## src/include/flash_host_pkg.sv

```systemverilog
// types, pin layout and timing constants for the parallel nor flash host
package flash_host_pkg;

    // ------------------------------------------------------------------
    // geometry and status bit positions
    // ------------------------------------------------------------------
    localparam int ADDR_W = 19;
    localparam int DATA_W = 8;
    localparam int POLL_BIT = 7;
    localparam int TOGGLE_BIT = 6;
    localparam int SECTOR_LO = 13;
    localparam int SECTOR_HI = 18;
    localparam int CNT_W = 16;
    localparam int TMO_W = 32;

    // ------------------------------------------------------------------
    // timing, figures as printed
    // ------------------------------------------------------------------
    localparam int CLK_PERIOD_NS = 10;
    localparam int WRITE_PULSE_NS = 35;
    localparam int WRITE_HIGH_NS = 30;
    localparam int ADDR_HOLD_NS = 45;
    localparam int DATA_SETUP_NS = 45;
    localparam int ACCESS_NS = 90;
    localparam int POLL_OE_HOLD_NS = 10;
    localparam int RESET_LOW_WIDTH_NS = 500;
    localparam int RESET_HIGH_BEFORE_READ_NS = 50;
    localparam int RESET_RECOVERY_BUSY_TIME_US = 20;
    localparam int RESET_RECOVERY_IDLE_TIME_NS = 500;
    localparam int BYTE_PROGRAM_MAX_US = 300;
    localparam int SECTOR_ERASE_MAX_S = 15;
    localparam int SYNC_LAT = 3;

    // least time to whole cycles, rounded up, never below one
    function automatic int ns_to_cyc(input longint t_ns);
        longint c;
        c = (t_ns + CLK_PERIOD_NS - 1) / CLK_PERIOD_NS;
        return (c < 1) ? 1 : int'(c);
    endfunction : ns_to_cyc

    localparam int STROBE_CYC = (WRITE_PULSE_NS > DATA_SETUP_NS) ?
        ns_to_cyc(WRITE_PULSE_NS) : ns_to_cyc(DATA_SETUP_NS);
    localparam int WRITE_HIGH_CYC = ns_to_cyc(WRITE_HIGH_NS);
    localparam int ADDR_HOLD_CYC = ns_to_cyc(ADDR_HOLD_NS);
    localparam int ACCESS_CYC = ns_to_cyc(ACCESS_NS) + SYNC_LAT;
    localparam int POLL_OE_HOLD_CYC = ns_to_cyc(POLL_OE_HOLD_NS);
    localparam int RESET_LOW_CYC = ns_to_cyc(RESET_LOW_WIDTH_NS);
    localparam int RESET_HIGH_CYC = ns_to_cyc(RESET_HIGH_BEFORE_READ_NS);
    localparam int RECOVERY_BUSY_CYC = ns_to_cyc(longint'(RESET_RECOVERY_BUSY_TIME_US) * 1000);
    localparam int RECOVERY_IDLE_CYC = ns_to_cyc(RESET_RECOVERY_IDLE_TIME_NS);
    localparam int PROGRAM_TIMEOUT_CYC = ns_to_cyc(longint'(BYTE_PROGRAM_MAX_US) * 1000);
    localparam int ERASE_TIMEOUT_CYC =
        ns_to_cyc(longint'(SECTOR_ERASE_MAX_S) * 64'd1000000000);

    // ------------------------------------------------------------------
    // carriers
    // ------------------------------------------------------------------
    typedef enum logic [2:0] {
        OP_READ,
        OP_WRITE,
        OP_WRITE_START,
        OP_POLL_DATA,
        OP_POLL_TOGGLE,
        OP_RESET
    } op_t;

    typedef struct packed {
        op_t op;
        logic [ADDR_W-1:0] addr;
        logic [DATA_W-1:0] data;
        logic erase;
    } cmd_t;

    typedef struct packed {
        logic [DATA_W-1:0] data;
        logic timeout;
    } rsp_t;

    typedef struct packed {
        logic [ADDR_W-1:0] addr;
        logic [DATA_W-1:0] dq;
        logic dq_oe;
        logic ce_n;
        logic oe_n;
        logic we_n;
    } pins_t;

    localparam pins_t PINS_IDLE = '{addr: '0, dq: '0, dq_oe: 1'b0,
                                   ce_n: 1'b1, oe_n: 1'b1, we_n: 1'b1};

endpackage : flash_host_pkg

```

## src/hdl/flash_bus_cycle.sv

```systemverilog
// one asynchronous read or write cycle on the flash pins
`timescale 1ns/1ps
`default_nettype none
module flash_bus_cycle (
    input wire logic core_clk_i,
    input wire logic rst_i,
    input wire logic start_i,
    input wire logic write_i,
    input wire logic ce_ctrl_i,
    input wire logic [flash_host_pkg::ADDR_W-1:0] addr_i,
    input wire logic [flash_host_pkg::DATA_W-1:0] data_i,
    input wire logic [flash_host_pkg::DATA_W-1:0] dq_i,
    output flash_host_pkg::pins_t pins_o,
    output logic [flash_host_pkg::DATA_W-1:0] rdata_o,
    output logic done_o
);
    import flash_host_pkg::*;

    typedef enum logic [2:0] {CY_IDLE, CY_READ, CY_STROBE, CY_HOLD, CY_RECOVER} cy_st_t;

    typedef struct packed {
        cy_st_t st;
        logic [CNT_W-1:0] cnt;
        pins_t pins;
        logic [DATA_W-1:0] rdata;
        logic done;
        logic [DATA_W-1:0] s1;
        logic [DATA_W-1:0] s2;
        logic [DATA_W-1:0] s3;
    } cy_state_t;

    localparam cy_state_t CY_RESET = '{st: CY_IDLE, cnt: '0, pins: PINS_IDLE, rdata: '0,
                                     done: 1'b0, s1: '0, s2: '0, s3: '0};

    cy_state_t state_q;
    cy_state_t state_d;

    // ------------------------------------------------------------------
    // next state
    // ------------------------------------------------------------------
    always_comb begin
        state_d = state_q;
        state_d.done = 1'b0;
        state_d.s1 = dq_i;
        state_d.s2 = state_q.s1;
        state_d.s3 = state_q.s2;
        state_d.cnt = state_q.cnt + 1'b1;
        case (state_q.st)
            CY_IDLE: begin
                state_d.cnt = '0;
                if (start_i) begin
                    state_d.pins.addr = addr_i;
                    if (write_i) begin
                        // strobe pin pulses, the other is held low
                        state_d.st = CY_STROBE;
                        state_d.pins.dq = data_i;
                        state_d.pins.dq_oe = 1'b1;
                        state_d.pins.ce_n = 1'b0;
                        state_d.pins.we_n = 1'b0;
                    end else begin
                        state_d.st = CY_READ;
                        state_d.pins.ce_n = 1'b0;
                        state_d.pins.oe_n = 1'b0;
                    end
                end
            end
            CY_READ: begin
                // data counts once two synchronised samples agree
                if (state_q.cnt >= CNT_W'(ACCESS_CYC - 1) && state_q.s2 == state_q.s3) begin
                    state_d.rdata = state_q.s3;
                    state_d.pins.ce_n = 1'b1;
                    state_d.pins.oe_n = 1'b1;
                    state_d.st = CY_RECOVER;
                    state_d.cnt = '0;
                end
            end
            CY_STROBE: begin
                if (state_q.cnt == CNT_W'(STROBE_CYC - 1)) begin
                    if (ce_ctrl_i) begin
                        state_d.pins.ce_n = 1'b1;
                    end else begin
                        state_d.pins.we_n = 1'b1;
                    end
                    state_d.st = CY_HOLD;
                    state_d.cnt = '0;
                end
            end
            CY_HOLD: begin
                if (state_q.cnt == CNT_W'(ADDR_HOLD_CYC - 1)) begin
                    state_d.pins = PINS_IDLE;
                    state_d.pins.addr = state_q.pins.addr;
                    state_d.st = CY_RECOVER;
                    state_d.cnt = '0;
                end
            end
            CY_RECOVER: begin
                // covers strobe high time and output hold before next poll read
                if (state_q.cnt >= CNT_W'(WRITE_HIGH_CYC - 1) &&
                    state_q.cnt >= CNT_W'(POLL_OE_HOLD_CYC - 1)) begin
                    state_d.done = 1'b1;
                    state_d.st = CY_IDLE;
                end
            end
            default: begin
                state_d = CY_RESET;
            end
        endcase
    end

    always_ff @(posedge core_clk_i or posedge rst_i) begin
        if (rst_i) begin
            state_q <= CY_RESET;
        end else begin
            state_q <= state_d;
        end
    end

    assign pins_o = state_q.pins;
    assign rdata_o = state_q.rdata;
    assign done_o = state_q.done;

endmodule : flash_bus_cycle
`default_nettype wire

```

## src/hdl/flash_host.sv

```systemverilog
// host controller for a parallel nor flash: bus cycles, status polling, reset
`timescale 1ns/1ps
`default_nettype none
module flash_host #(
    parameter int unsigned PROGRAM_TIMEOUT = flash_host_pkg::PROGRAM_TIMEOUT_CYC,
    parameter int unsigned ERASE_TIMEOUT = flash_host_pkg::ERASE_TIMEOUT_CYC,
    parameter int unsigned RECOVERY_BUSY = flash_host_pkg::RECOVERY_BUSY_CYC
) (
    input wire logic core_clk_i,
    input wire logic rst_i,
    input wire logic cmd_valid_i,
    input wire flash_host_pkg::cmd_t cmd_i,
    input wire logic ce_ctrl_i,
    output logic cmd_ready_o,
    output logic rsp_valid_o,
    output flash_host_pkg::rsp_t rsp_o,
    output logic busy_o,
    output logic [flash_host_pkg::ADDR_W-1:0] flash_addr_o,
    output logic [flash_host_pkg::DATA_W-1:0] flash_dq_o,
    output logic flash_dq_oe_o,
    input wire logic [flash_host_pkg::DATA_W-1:0] flash_dq_i,
    output logic flash_ce_n_o,
    output logic flash_oe_n_o,
    output logic flash_we_n_o,
    output logic flash_reset_n_o
);
    import flash_host_pkg::*;

    typedef enum logic [2:0] {
        M_IDLE,
        M_CYCLE,
        M_POLL,
        M_RST_LOW,
        M_RST_WAIT
    } main_st_t;

    typedef struct packed {
        main_st_t st;
        cmd_t cmd;
        logic cyc_start;
        logic [DATA_W-1:0] prev;
        logic have_prev;
        logic [TMO_W-1:0] tmo;
        logic [TMO_W-1:0] cnt;
        logic algo_active;
        logic ready;
        logic rsp_valid;
        rsp_t rsp;
        logic rst_n;
    } main_state_t;

    // after our own reset the flash is reset too, assuming it may be busy
    localparam main_state_t MAIN_RESET = '{st: M_RST_LOW, cmd: '0, cyc_start: 1'b0,
        prev: '0, have_prev: 1'b0, tmo: '0, cnt: '0, algo_active: 1'b1, ready: 1'b0,
        rsp_valid: 1'b0, rsp: '0, rst_n: 1'b0};

    main_state_t state_q;
    main_state_t state_d;
    pins_t cyc_pins;
    logic [DATA_W-1:0] cyc_rdata;
    logic cyc_done;
    logic cyc_write;

    // ------------------------------------------------------------------
    // bus cycle engine
    // ------------------------------------------------------------------
    assign cyc_write = (state_q.cmd.op == OP_WRITE) || (state_q.cmd.op == OP_WRITE_START);

    flash_bus_cycle u_cycle (
        .core_clk_i(core_clk_i),
        .rst_i(rst_i),
        .start_i(state_q.cyc_start),
        .write_i(cyc_write),
        .ce_ctrl_i(ce_ctrl_i),
        .addr_i(state_q.cmd.addr),
        .data_i(state_q.cmd.data),
        .dq_i(flash_dq_i),
        .pins_o(cyc_pins),
        .rdata_o(cyc_rdata),
        .done_o(cyc_done)
    );

    // expected poll bit: erase ends at one, program at the written bit
    function automatic logic poll_expect(input cmd_t c);
        return c.erase ? 1'b1 : c.data[POLL_BIT];
    endfunction : poll_expect

    // ------------------------------------------------------------------
    // next state
    // ------------------------------------------------------------------
    always_comb begin
        state_d = state_q;
        state_d.cyc_start = 1'b0;
        state_d.rsp_valid = 1'b0;
        state_d.cnt = state_q.cnt + 1'b1;
        case (state_q.st)
            M_IDLE: begin
                state_d.cnt = '0;
                if (cmd_valid_i && state_q.ready) begin
                    state_d.cmd = cmd_i;
                    state_d.ready = 1'b0;
                    state_d.tmo = '0;
                    state_d.have_prev = 1'b0;
                    case (cmd_i.op)
                        OP_RESET: begin
                            state_d.rst_n = 1'b0;
                            state_d.st = M_RST_LOW;
                        end
                        OP_POLL_DATA, OP_POLL_TOGGLE: begin
                            // completion found by polling, not by waiting
                            state_d.cyc_start = 1'b1;
                            state_d.st = M_POLL;
                        end
                        default: begin
                            // sector select rides on the upper address bits
                            state_d.cyc_start = 1'b1;
                            state_d.st = M_CYCLE;
                        end
                    endcase
                end
            end
            M_CYCLE: begin
                if (cyc_done) begin
                    if (state_q.cmd.op == OP_WRITE_START) begin
                        state_d.algo_active = 1'b1;
                    end
                    state_d.rsp.data = cyc_rdata;
                    state_d.rsp.timeout = 1'b0;
                    state_d.rsp_valid = 1'b1;
                    state_d.ready = 1'b1;
                    state_d.st = M_IDLE;
                end
            end
            M_POLL: begin
                state_d.tmo = state_q.tmo + 1'b1;
                if (cyc_done) begin
                    state_d.prev = cyc_rdata;
                    state_d.have_prev = 1'b1;
                    state_d.rsp.data = cyc_rdata;
                    if (state_q.cmd.op == OP_POLL_DATA &&
                        cyc_rdata[POLL_BIT] == poll_expect(state_q.cmd)) begin
                        // device verified internally, no readback pass
                        state_d.rsp.timeout = 1'b0;
                        state_d.rsp_valid = 1'b1;
                        state_d.algo_active = 1'b0;
                        state_d.ready = 1'b1;
                        state_d.st = M_IDLE;
                    end else if (state_q.cmd.op == OP_POLL_TOGGLE && state_q.have_prev &&
                                 cyc_rdata[TOGGLE_BIT] == state_q.prev[TOGGLE_BIT]) begin
                        // toggle stopped: done, any address will do
                        state_d.rsp.timeout = 1'b0;
                        state_d.rsp_valid = 1'b1;
                        state_d.algo_active = 1'b0;
                        state_d.ready = 1'b1;
                        state_d.st = M_IDLE;
                    end else if (state_q.tmo >= (state_q.cmd.erase ? TMO_W'(ERASE_TIMEOUT) :
                                                 TMO_W'(PROGRAM_TIMEOUT))) begin
                        state_d.rsp.timeout = 1'b1;
                        state_d.rsp_valid = 1'b1;
                        state_d.ready = 1'b1;
                        state_d.st = M_IDLE;
                    end else begin
                        state_d.cyc_start = 1'b1;
                    end
                end
            end
            M_RST_LOW: begin
                if (state_q.cnt >= TMO_W'(RESET_LOW_CYC - 1)) begin
                    state_d.rst_n = 1'b1;
                    state_d.cnt = '0;
                    state_d.st = M_RST_WAIT;
                end
            end
            M_RST_WAIT: begin
                // idle recovery wait also covers the high time before a read; busy wait checks RECOVERY_BUSY alone
                if ((state_q.algo_active && state_q.cnt >= TMO_W'(RECOVERY_BUSY - 1)) ||
                    (!state_q.algo_active && state_q.cnt >= TMO_W'(RECOVERY_IDLE_CYC - 1) &&
                     state_q.cnt >= TMO_W'(RESET_HIGH_CYC - 1))) begin
                    state_d.algo_active = 1'b0;
                    state_d.ready = 1'b1;
                    state_d.rsp.timeout = 1'b0;
                    state_d.rsp.data = '0;
                    state_d.rsp_valid = (state_q.cmd.op == OP_RESET);
                    state_d.st = M_IDLE;
                end
            end
            default: begin
                state_d = MAIN_RESET;
            end
        endcase
    end

    always_ff @(posedge core_clk_i or posedge rst_i) begin
        if (rst_i) begin
            state_q <= MAIN_RESET;
        end else begin
            state_q <= state_d;
        end
    end

    // ------------------------------------------------------------------
    // outputs, all from flip-flops
    // ------------------------------------------------------------------
    assign cmd_ready_o = state_q.ready;
    assign rsp_valid_o = state_q.rsp_valid;
    assign rsp_o = state_q.rsp;
    assign busy_o = state_q.algo_active;
    assign flash_reset_n_o = state_q.rst_n;
    assign flash_addr_o = cyc_pins.addr;
    assign flash_dq_o = cyc_pins.dq;
    assign flash_dq_oe_o = cyc_pins.dq_oe;
    assign flash_ce_n_o = cyc_pins.ce_n;
    assign flash_oe_n_o = cyc_pins.oe_n;
    assign flash_we_n_o = cyc_pins.we_n;

endmodule : flash_host
`default_nettype wire

```

## config.mk

```make
export PLATFORM = sky130hd
export DESIGN_NAME = flash_host
export DESIGN_NICKNAME = d
export VERILOG_FILES = /design/src/include/flash_host_pkg.sv /design/src/hdl/flash_bus_cycle.sv /design/src/hdl/flash_host.sv
export SDC_FILE = /design/constraint.sdc
export NUM_CORES = 1
export LEC_CHECK = 0
export ABC_AREA = 0
export BUFFER_PORTS_ARGS = -buffer_cell sky130_fd_sc_hd__buf_2
export CORE_MARGIN = 4
export CORE_UTILIZATION = 55
export CTS_BUF_LIST = sky130_fd_sc_hd__clkbuf_4
export CTS_CLUSTER_SIZE = 24
export DETAILED_ROUTE_END_ITERATION = 10
export PLACE_DENSITY = 0.75
export SYNTH_ARGS = -nofsm -noshare
export SYNTH_HDL_FRONTEND = slang
export SYNTH_SLANG_ARGS = --single-unit
```

## constraint.sdc

```tcl
create_clock -name core_clk_i -period 9.5 [get_ports core_clk_i]
set_clock_uncertainty 0.05 [all_clocks]
set_input_delay 1.9 -clock core_clk_i [delete_from_list [all_inputs] [get_ports core_clk_i]]
set_output_delay 1.9 -clock core_clk_i [all_outputs]
set_load 0.01 [all_outputs]
```

Word level (Yosys, flattened, before mapping)
Cells that the tools add are included.
Word-level totals
  output and inout port bits: 44
  register bits: 203
Operators by class
  reductions and logical operators: 42
  mux-type cells: 69
  add/subtract/negate cells: 3
  equal/unequal tests: 38
  order comparisons: 7
  bitwise operators: 12
Operator list (count)
  one-hot mux 33 bit (3 select lines): 1
  one-hot mux 28 bit (3 select lines): 1
  adder 32 x 1 -> 32 bit, second input constant: 2
  one-hot mux 16 bit (4 select lines): 1
  one-hot mux 32 bit (2 select lines): 1
  two-way mux 31 bit: 2
  one-hot mux 31 bit (2 select lines): 1
  two-way mux 50 bit: 1
  one-hot mux 10 bit (4 select lines): 1
  two-way mux 19 bit: 2
  two-way mux 12 bit: 3
  two-way mux 35 bit: 1
  two-way mux 33 bit: 1
  greater-or-equal comparator 32 x 11 -> 1 bit, second input constant: 1
  greater-or-equal comparator 32 x 3 -> 1 bit, second input constant: 1
  greater-or-equal comparator 32 x 31 -> 1 bit: 1
  greater-or-equal comparator 32 x 6 -> 1 bit, second input constant: 1
  two-way mux 32 bit: 1
  two-way mux 3 bit: 10
  one-hot mux 3 bit (5 select lines): 2
  AND reduction 6 bit: 5
  two-way mux 24 bit: 1
  two-way mux 1 bit: 22
  equality test 3 x 2 -> 1 bit, second input constant: 7
  other kinds (37): 101

Longest topological paths before layout
  word-level depth: 7
  mapped depth: 9
  mapped depth without buffers: 8

Modules after synthesis
From an unflattened synthesis, not the netlist that was laid out.
Second synthesis, totals
  cell total of the unflattened synthesis: 1026
  area total of the unflattened synthesis: 9919.5 µm²
Modules (own cells, without submodules)
  flash_host: cells an instance 634, times used 1, area each 5923.2 µm²
  flash_bus_cycle: cells an instance 392, times used 1, area each 3996.3 µm²

Least setup slack after synthesis
OpenSTA, ideal clock, no wires.
  path type: input port to flip-flop
  start: input cmd_valid_i
  end: register state_q[66] (netlist name)
  required time: 9318 ps
  stages on the path: 7
  setup slack: 6107 ps
  arrival time: 3211 ps
  cell sequence: and3b_1 > o31ai_1 > or4_1 > buf_2 > nor4_1 > xnor2_1 > nor2_1
Between the ends
  cells in the longest elaborated chain, start to end: 3
RTL lines
  start: declaration: RTL line flash_host.sv:11  | input wire logic cmd_valid_i,
  logical AND 1 bit: RTL line flash_host.sv:99  | if (cmd_valid_i && state_q.ready) begin
  inequality test 2 bit (no line)
  AND reduction 2 bit (no line)
  end signal: assignment: RTL line flash_host.sv:197  | state_q <= state_d;
  end: declaration: RTL line flash_host.sv:57  | main_state_t state_q;
Every way passes these cells.
A chain may end at the register's enable or synchronous reset.

Final worst setup path
  start: input cmd_valid_i
  end: register state_q[65] (netlist name)
Same word-level chain as after synthesis.

==> results.txt <==
Hold Path Class - flop to flop
Syn Area/Cell - 9.37 um2
Max VDD drop - 0.000140 V
First-pass GRT wire length - 33300 um
Crit path DAT - 3720 ps
Gate Count Post-Synth - 1042
Initial DRC count - 384
Yosys warns - 0
Fin worst setup slack - 6190 ps
CP cell instances - buf_2 > and3b_1 > o31ai_1 > nor4b_1 > nand3_1 > xor2_1 > nor2_1
CTS Sinks - 197
Worst path max stage delay - 950 ps
Pwr dens - 148 mW/mm2
Nets - 1140
Die area - 0.0200 mm2
Primary FF master, synth - dfrtp_1
CTS tree - built
Leakage - 4.67 nW
WL/cell - 14.7 um
CP Capture Type - flop
DRT antenna net count - 0
Setup WS pre-CTS - 5620 ps
# rows - 48
DR vias/cell - 5.42
GP Congestion - 0.814
Register area share after synthesis - 0.506
Max-cap violation count - 0
Port Buffers - 86
Max Clk Rate - 302 MHz
Startpoint types - input pin
FFs w/ async S/R, synth - 1.00
Minimum clock period - 3310 ps
Initial antenna violation count - 1
Worst-Skew Late Latency - 570 ps
Slew Limit Fails - 0
Vias in the first global route - 6867
Pwr Total - 0.00153 W
Starting Density - 0.563
Post-CTS Setup Inserts - 0
CTS H-tree depth - 4
Worst slew pin tran - 1070 ps
Die H - 141 um
Largest net degree at the start of global routing - 141
Reg area - 0.00494 mm2
Commonest non-fill, non-tap cell in the layout - dfrtp_1
Layout cell share with drive strength beyond 1 - 0.139
Outcome - completed
All-Layer GR Usage - 0.202
Ports - 87
Floorplan core area - 0.0174 mm2
Library cells used by synthesis - 68
Max_slew headroom - 0.277
First-pass detailed-route iteration total - 5
Most frequent cells in the layout - dfrtp_1 (191), nand2_1 (159), nor2_1 (111), buf_2 (86), o21ai_0 (60)
Root Buffer - clkbuf_4
Crit Path Class - input pin to flop
WP data required - 9910 ps
DRC - 0
Worst-path fanout max - 6
Multi-input gate area - 0.00422 mm2
Die X - 141 um
PostCTS Resize Cnt - 0
Setup TNS - 0 ps
Setup violators final - 0
Crit path max-delay family - simple AND/OR/NAND/NOR gates
Number of enable flip-flop cells after synthesis - 0
Worst R2R Setup Slack - 6610 ps
HPWL after DPL - 13100 um
Clock-pin slew on the worst setup and hold paths - 140 ps
Cell area after synthesis - 0.00977 mm2
Bufs and invs on worst path - 1
Remaining Overflow, GRT - 0
# hold bufs at CTS - 0
Final Hold Fails - 0
CP max-delay cell - nor4b_1
RSZ-0062 raised after global routing - no
DR vias - 7118
Area grow syn2layout - 5.85%
Total CTS buffers - 17
Syn nets - 1107
Max Buffers Root-to-Sink - 2
Final worst path period share - 0.348
Yosys reg bits - 197
Total wire length - 19300 um
Fill cells - 1502
-- Yosys cell counts, types with 10 or more instances --
master / count / area (um2)
a21oi_1: 20 / 100
or3_1: 10 / 62.6
nor4_1: 14 / 87.6
nand2_1: 159 / 597
o21ai_0: 60 / 300
buf_4: 36 / 270
nand4_1: 19 / 119
ha_1: 22 / 275
inv_1: 47 / 176
nor2_1: 112 / 420
nand3_1: 55 / 275
and2_1: 28 / 175
xor2_1: 35 / 307
dfrtp_1: 191 / 4780
xnor2_1: 43 / 377
nor3_1: 21 / 105
clkbuf_1: 30 / 113
mux2i_1: 11 / 110
and3_1: 10 / 62.6
-- report_power, final --
group | leakage [nW] | switching [W] | internal (W) | total [W]
combinational | 2.17 | 0.000127 | 0.0000778 | 0.000204
sequential | 2.37 | 0.0000482 | 0.000890 | 0.000938
clock | 0.127 | 0.000270 | 0.000116 | 0.000386
-- sequential cells by signal, summed over array words and instances, names as in the netlist --
signal           cells
busy_o               1
cmd_ready_o          1
flash_reset_n_o      1
rsp_o                9
rsp_valid_o          1
state_q            101
u_cycle.done_o       1
u_cycle.pins_o      31
u_cycle.rdata_o      8
u_cycle.state_q     43
-- per-stage QoR --
stage	cells	utilization	instance area (um2)	hold slack, ps
3_3_place_gp	1281	0.582	10100	381
3_5_place_dp	1281	0.582	10100	382
4_1_cts	1313	0.596	10300	412
6_report	1314	0.596	10300	399
5_1_grt	1314	0.596	10300	430
2_1_floorplan	1042	-	9770	378
-- path summary, 6_finish.rpt --
path,depth (start not counted),to,from
setup / recovery,7,state_q[65]$_DFFE_PP0P_,cmd_valid_i
hold / removal,1,u_cycle.state_q[12]$_DFF_PP0_,u_cycle.state_q[20]$_DFF_PP0_
setup reg to reg,8,cmd_ready_o$_DFFE_PP0P_,state_q[87]$_DFFE_PP0P_
hold reg to reg,1,u_cycle.state_q[12]$_DFF_PP0_,u_cycle.state_q[20]$_DFF_PP0_
max in group asynchronous,3,state_q[120]$_DFFE_PP0P_,rst_i
min in group asynchronous,2,u_cycle.state_q[21]$_DFF_PP0_,rst_i
-- cell type report --
type / count / area share
sequential: 197 / 0.478
multi-input combinational: 718 / 0.408
timing repair buffer: 94 / 0.0474
tap: 225 / 0.0272
inverter: 47 / 0.0178
clock buffer: 22 / 0.0160
clock inverter: 10 / 0.00605
antenna: 1 / 0.000242
-- per-layer routing --
layer,GRT usage,vias up,share of wire
met4,0.0515,0,0.0082
li1,-,3543,-
met2,0.314,120,0.49
met5,0,-,0
met3,0.0421,12,0.040
met1,0.293,3443,0.47
-- cells by family (layout without fill, tap and decap cells) --
kind of cell / after synthesis / after routing / share of synthesized area
simple gates: 470 / 470 / 0.232
flops: 197 / 197 / 0.506
compound gates: 135 / 135 / 0.0858
buf+inv: 127 / 173 / 0.0646
xor+xnor: 78 / 78 / 0.0699
fa+ha+maj: 22 / 22 / 0.0282
mux: 13 / 13 / 0.0136
other cells: 0 / 1 / 0
No activity file was read; power rests on OpenSTA's default activity.
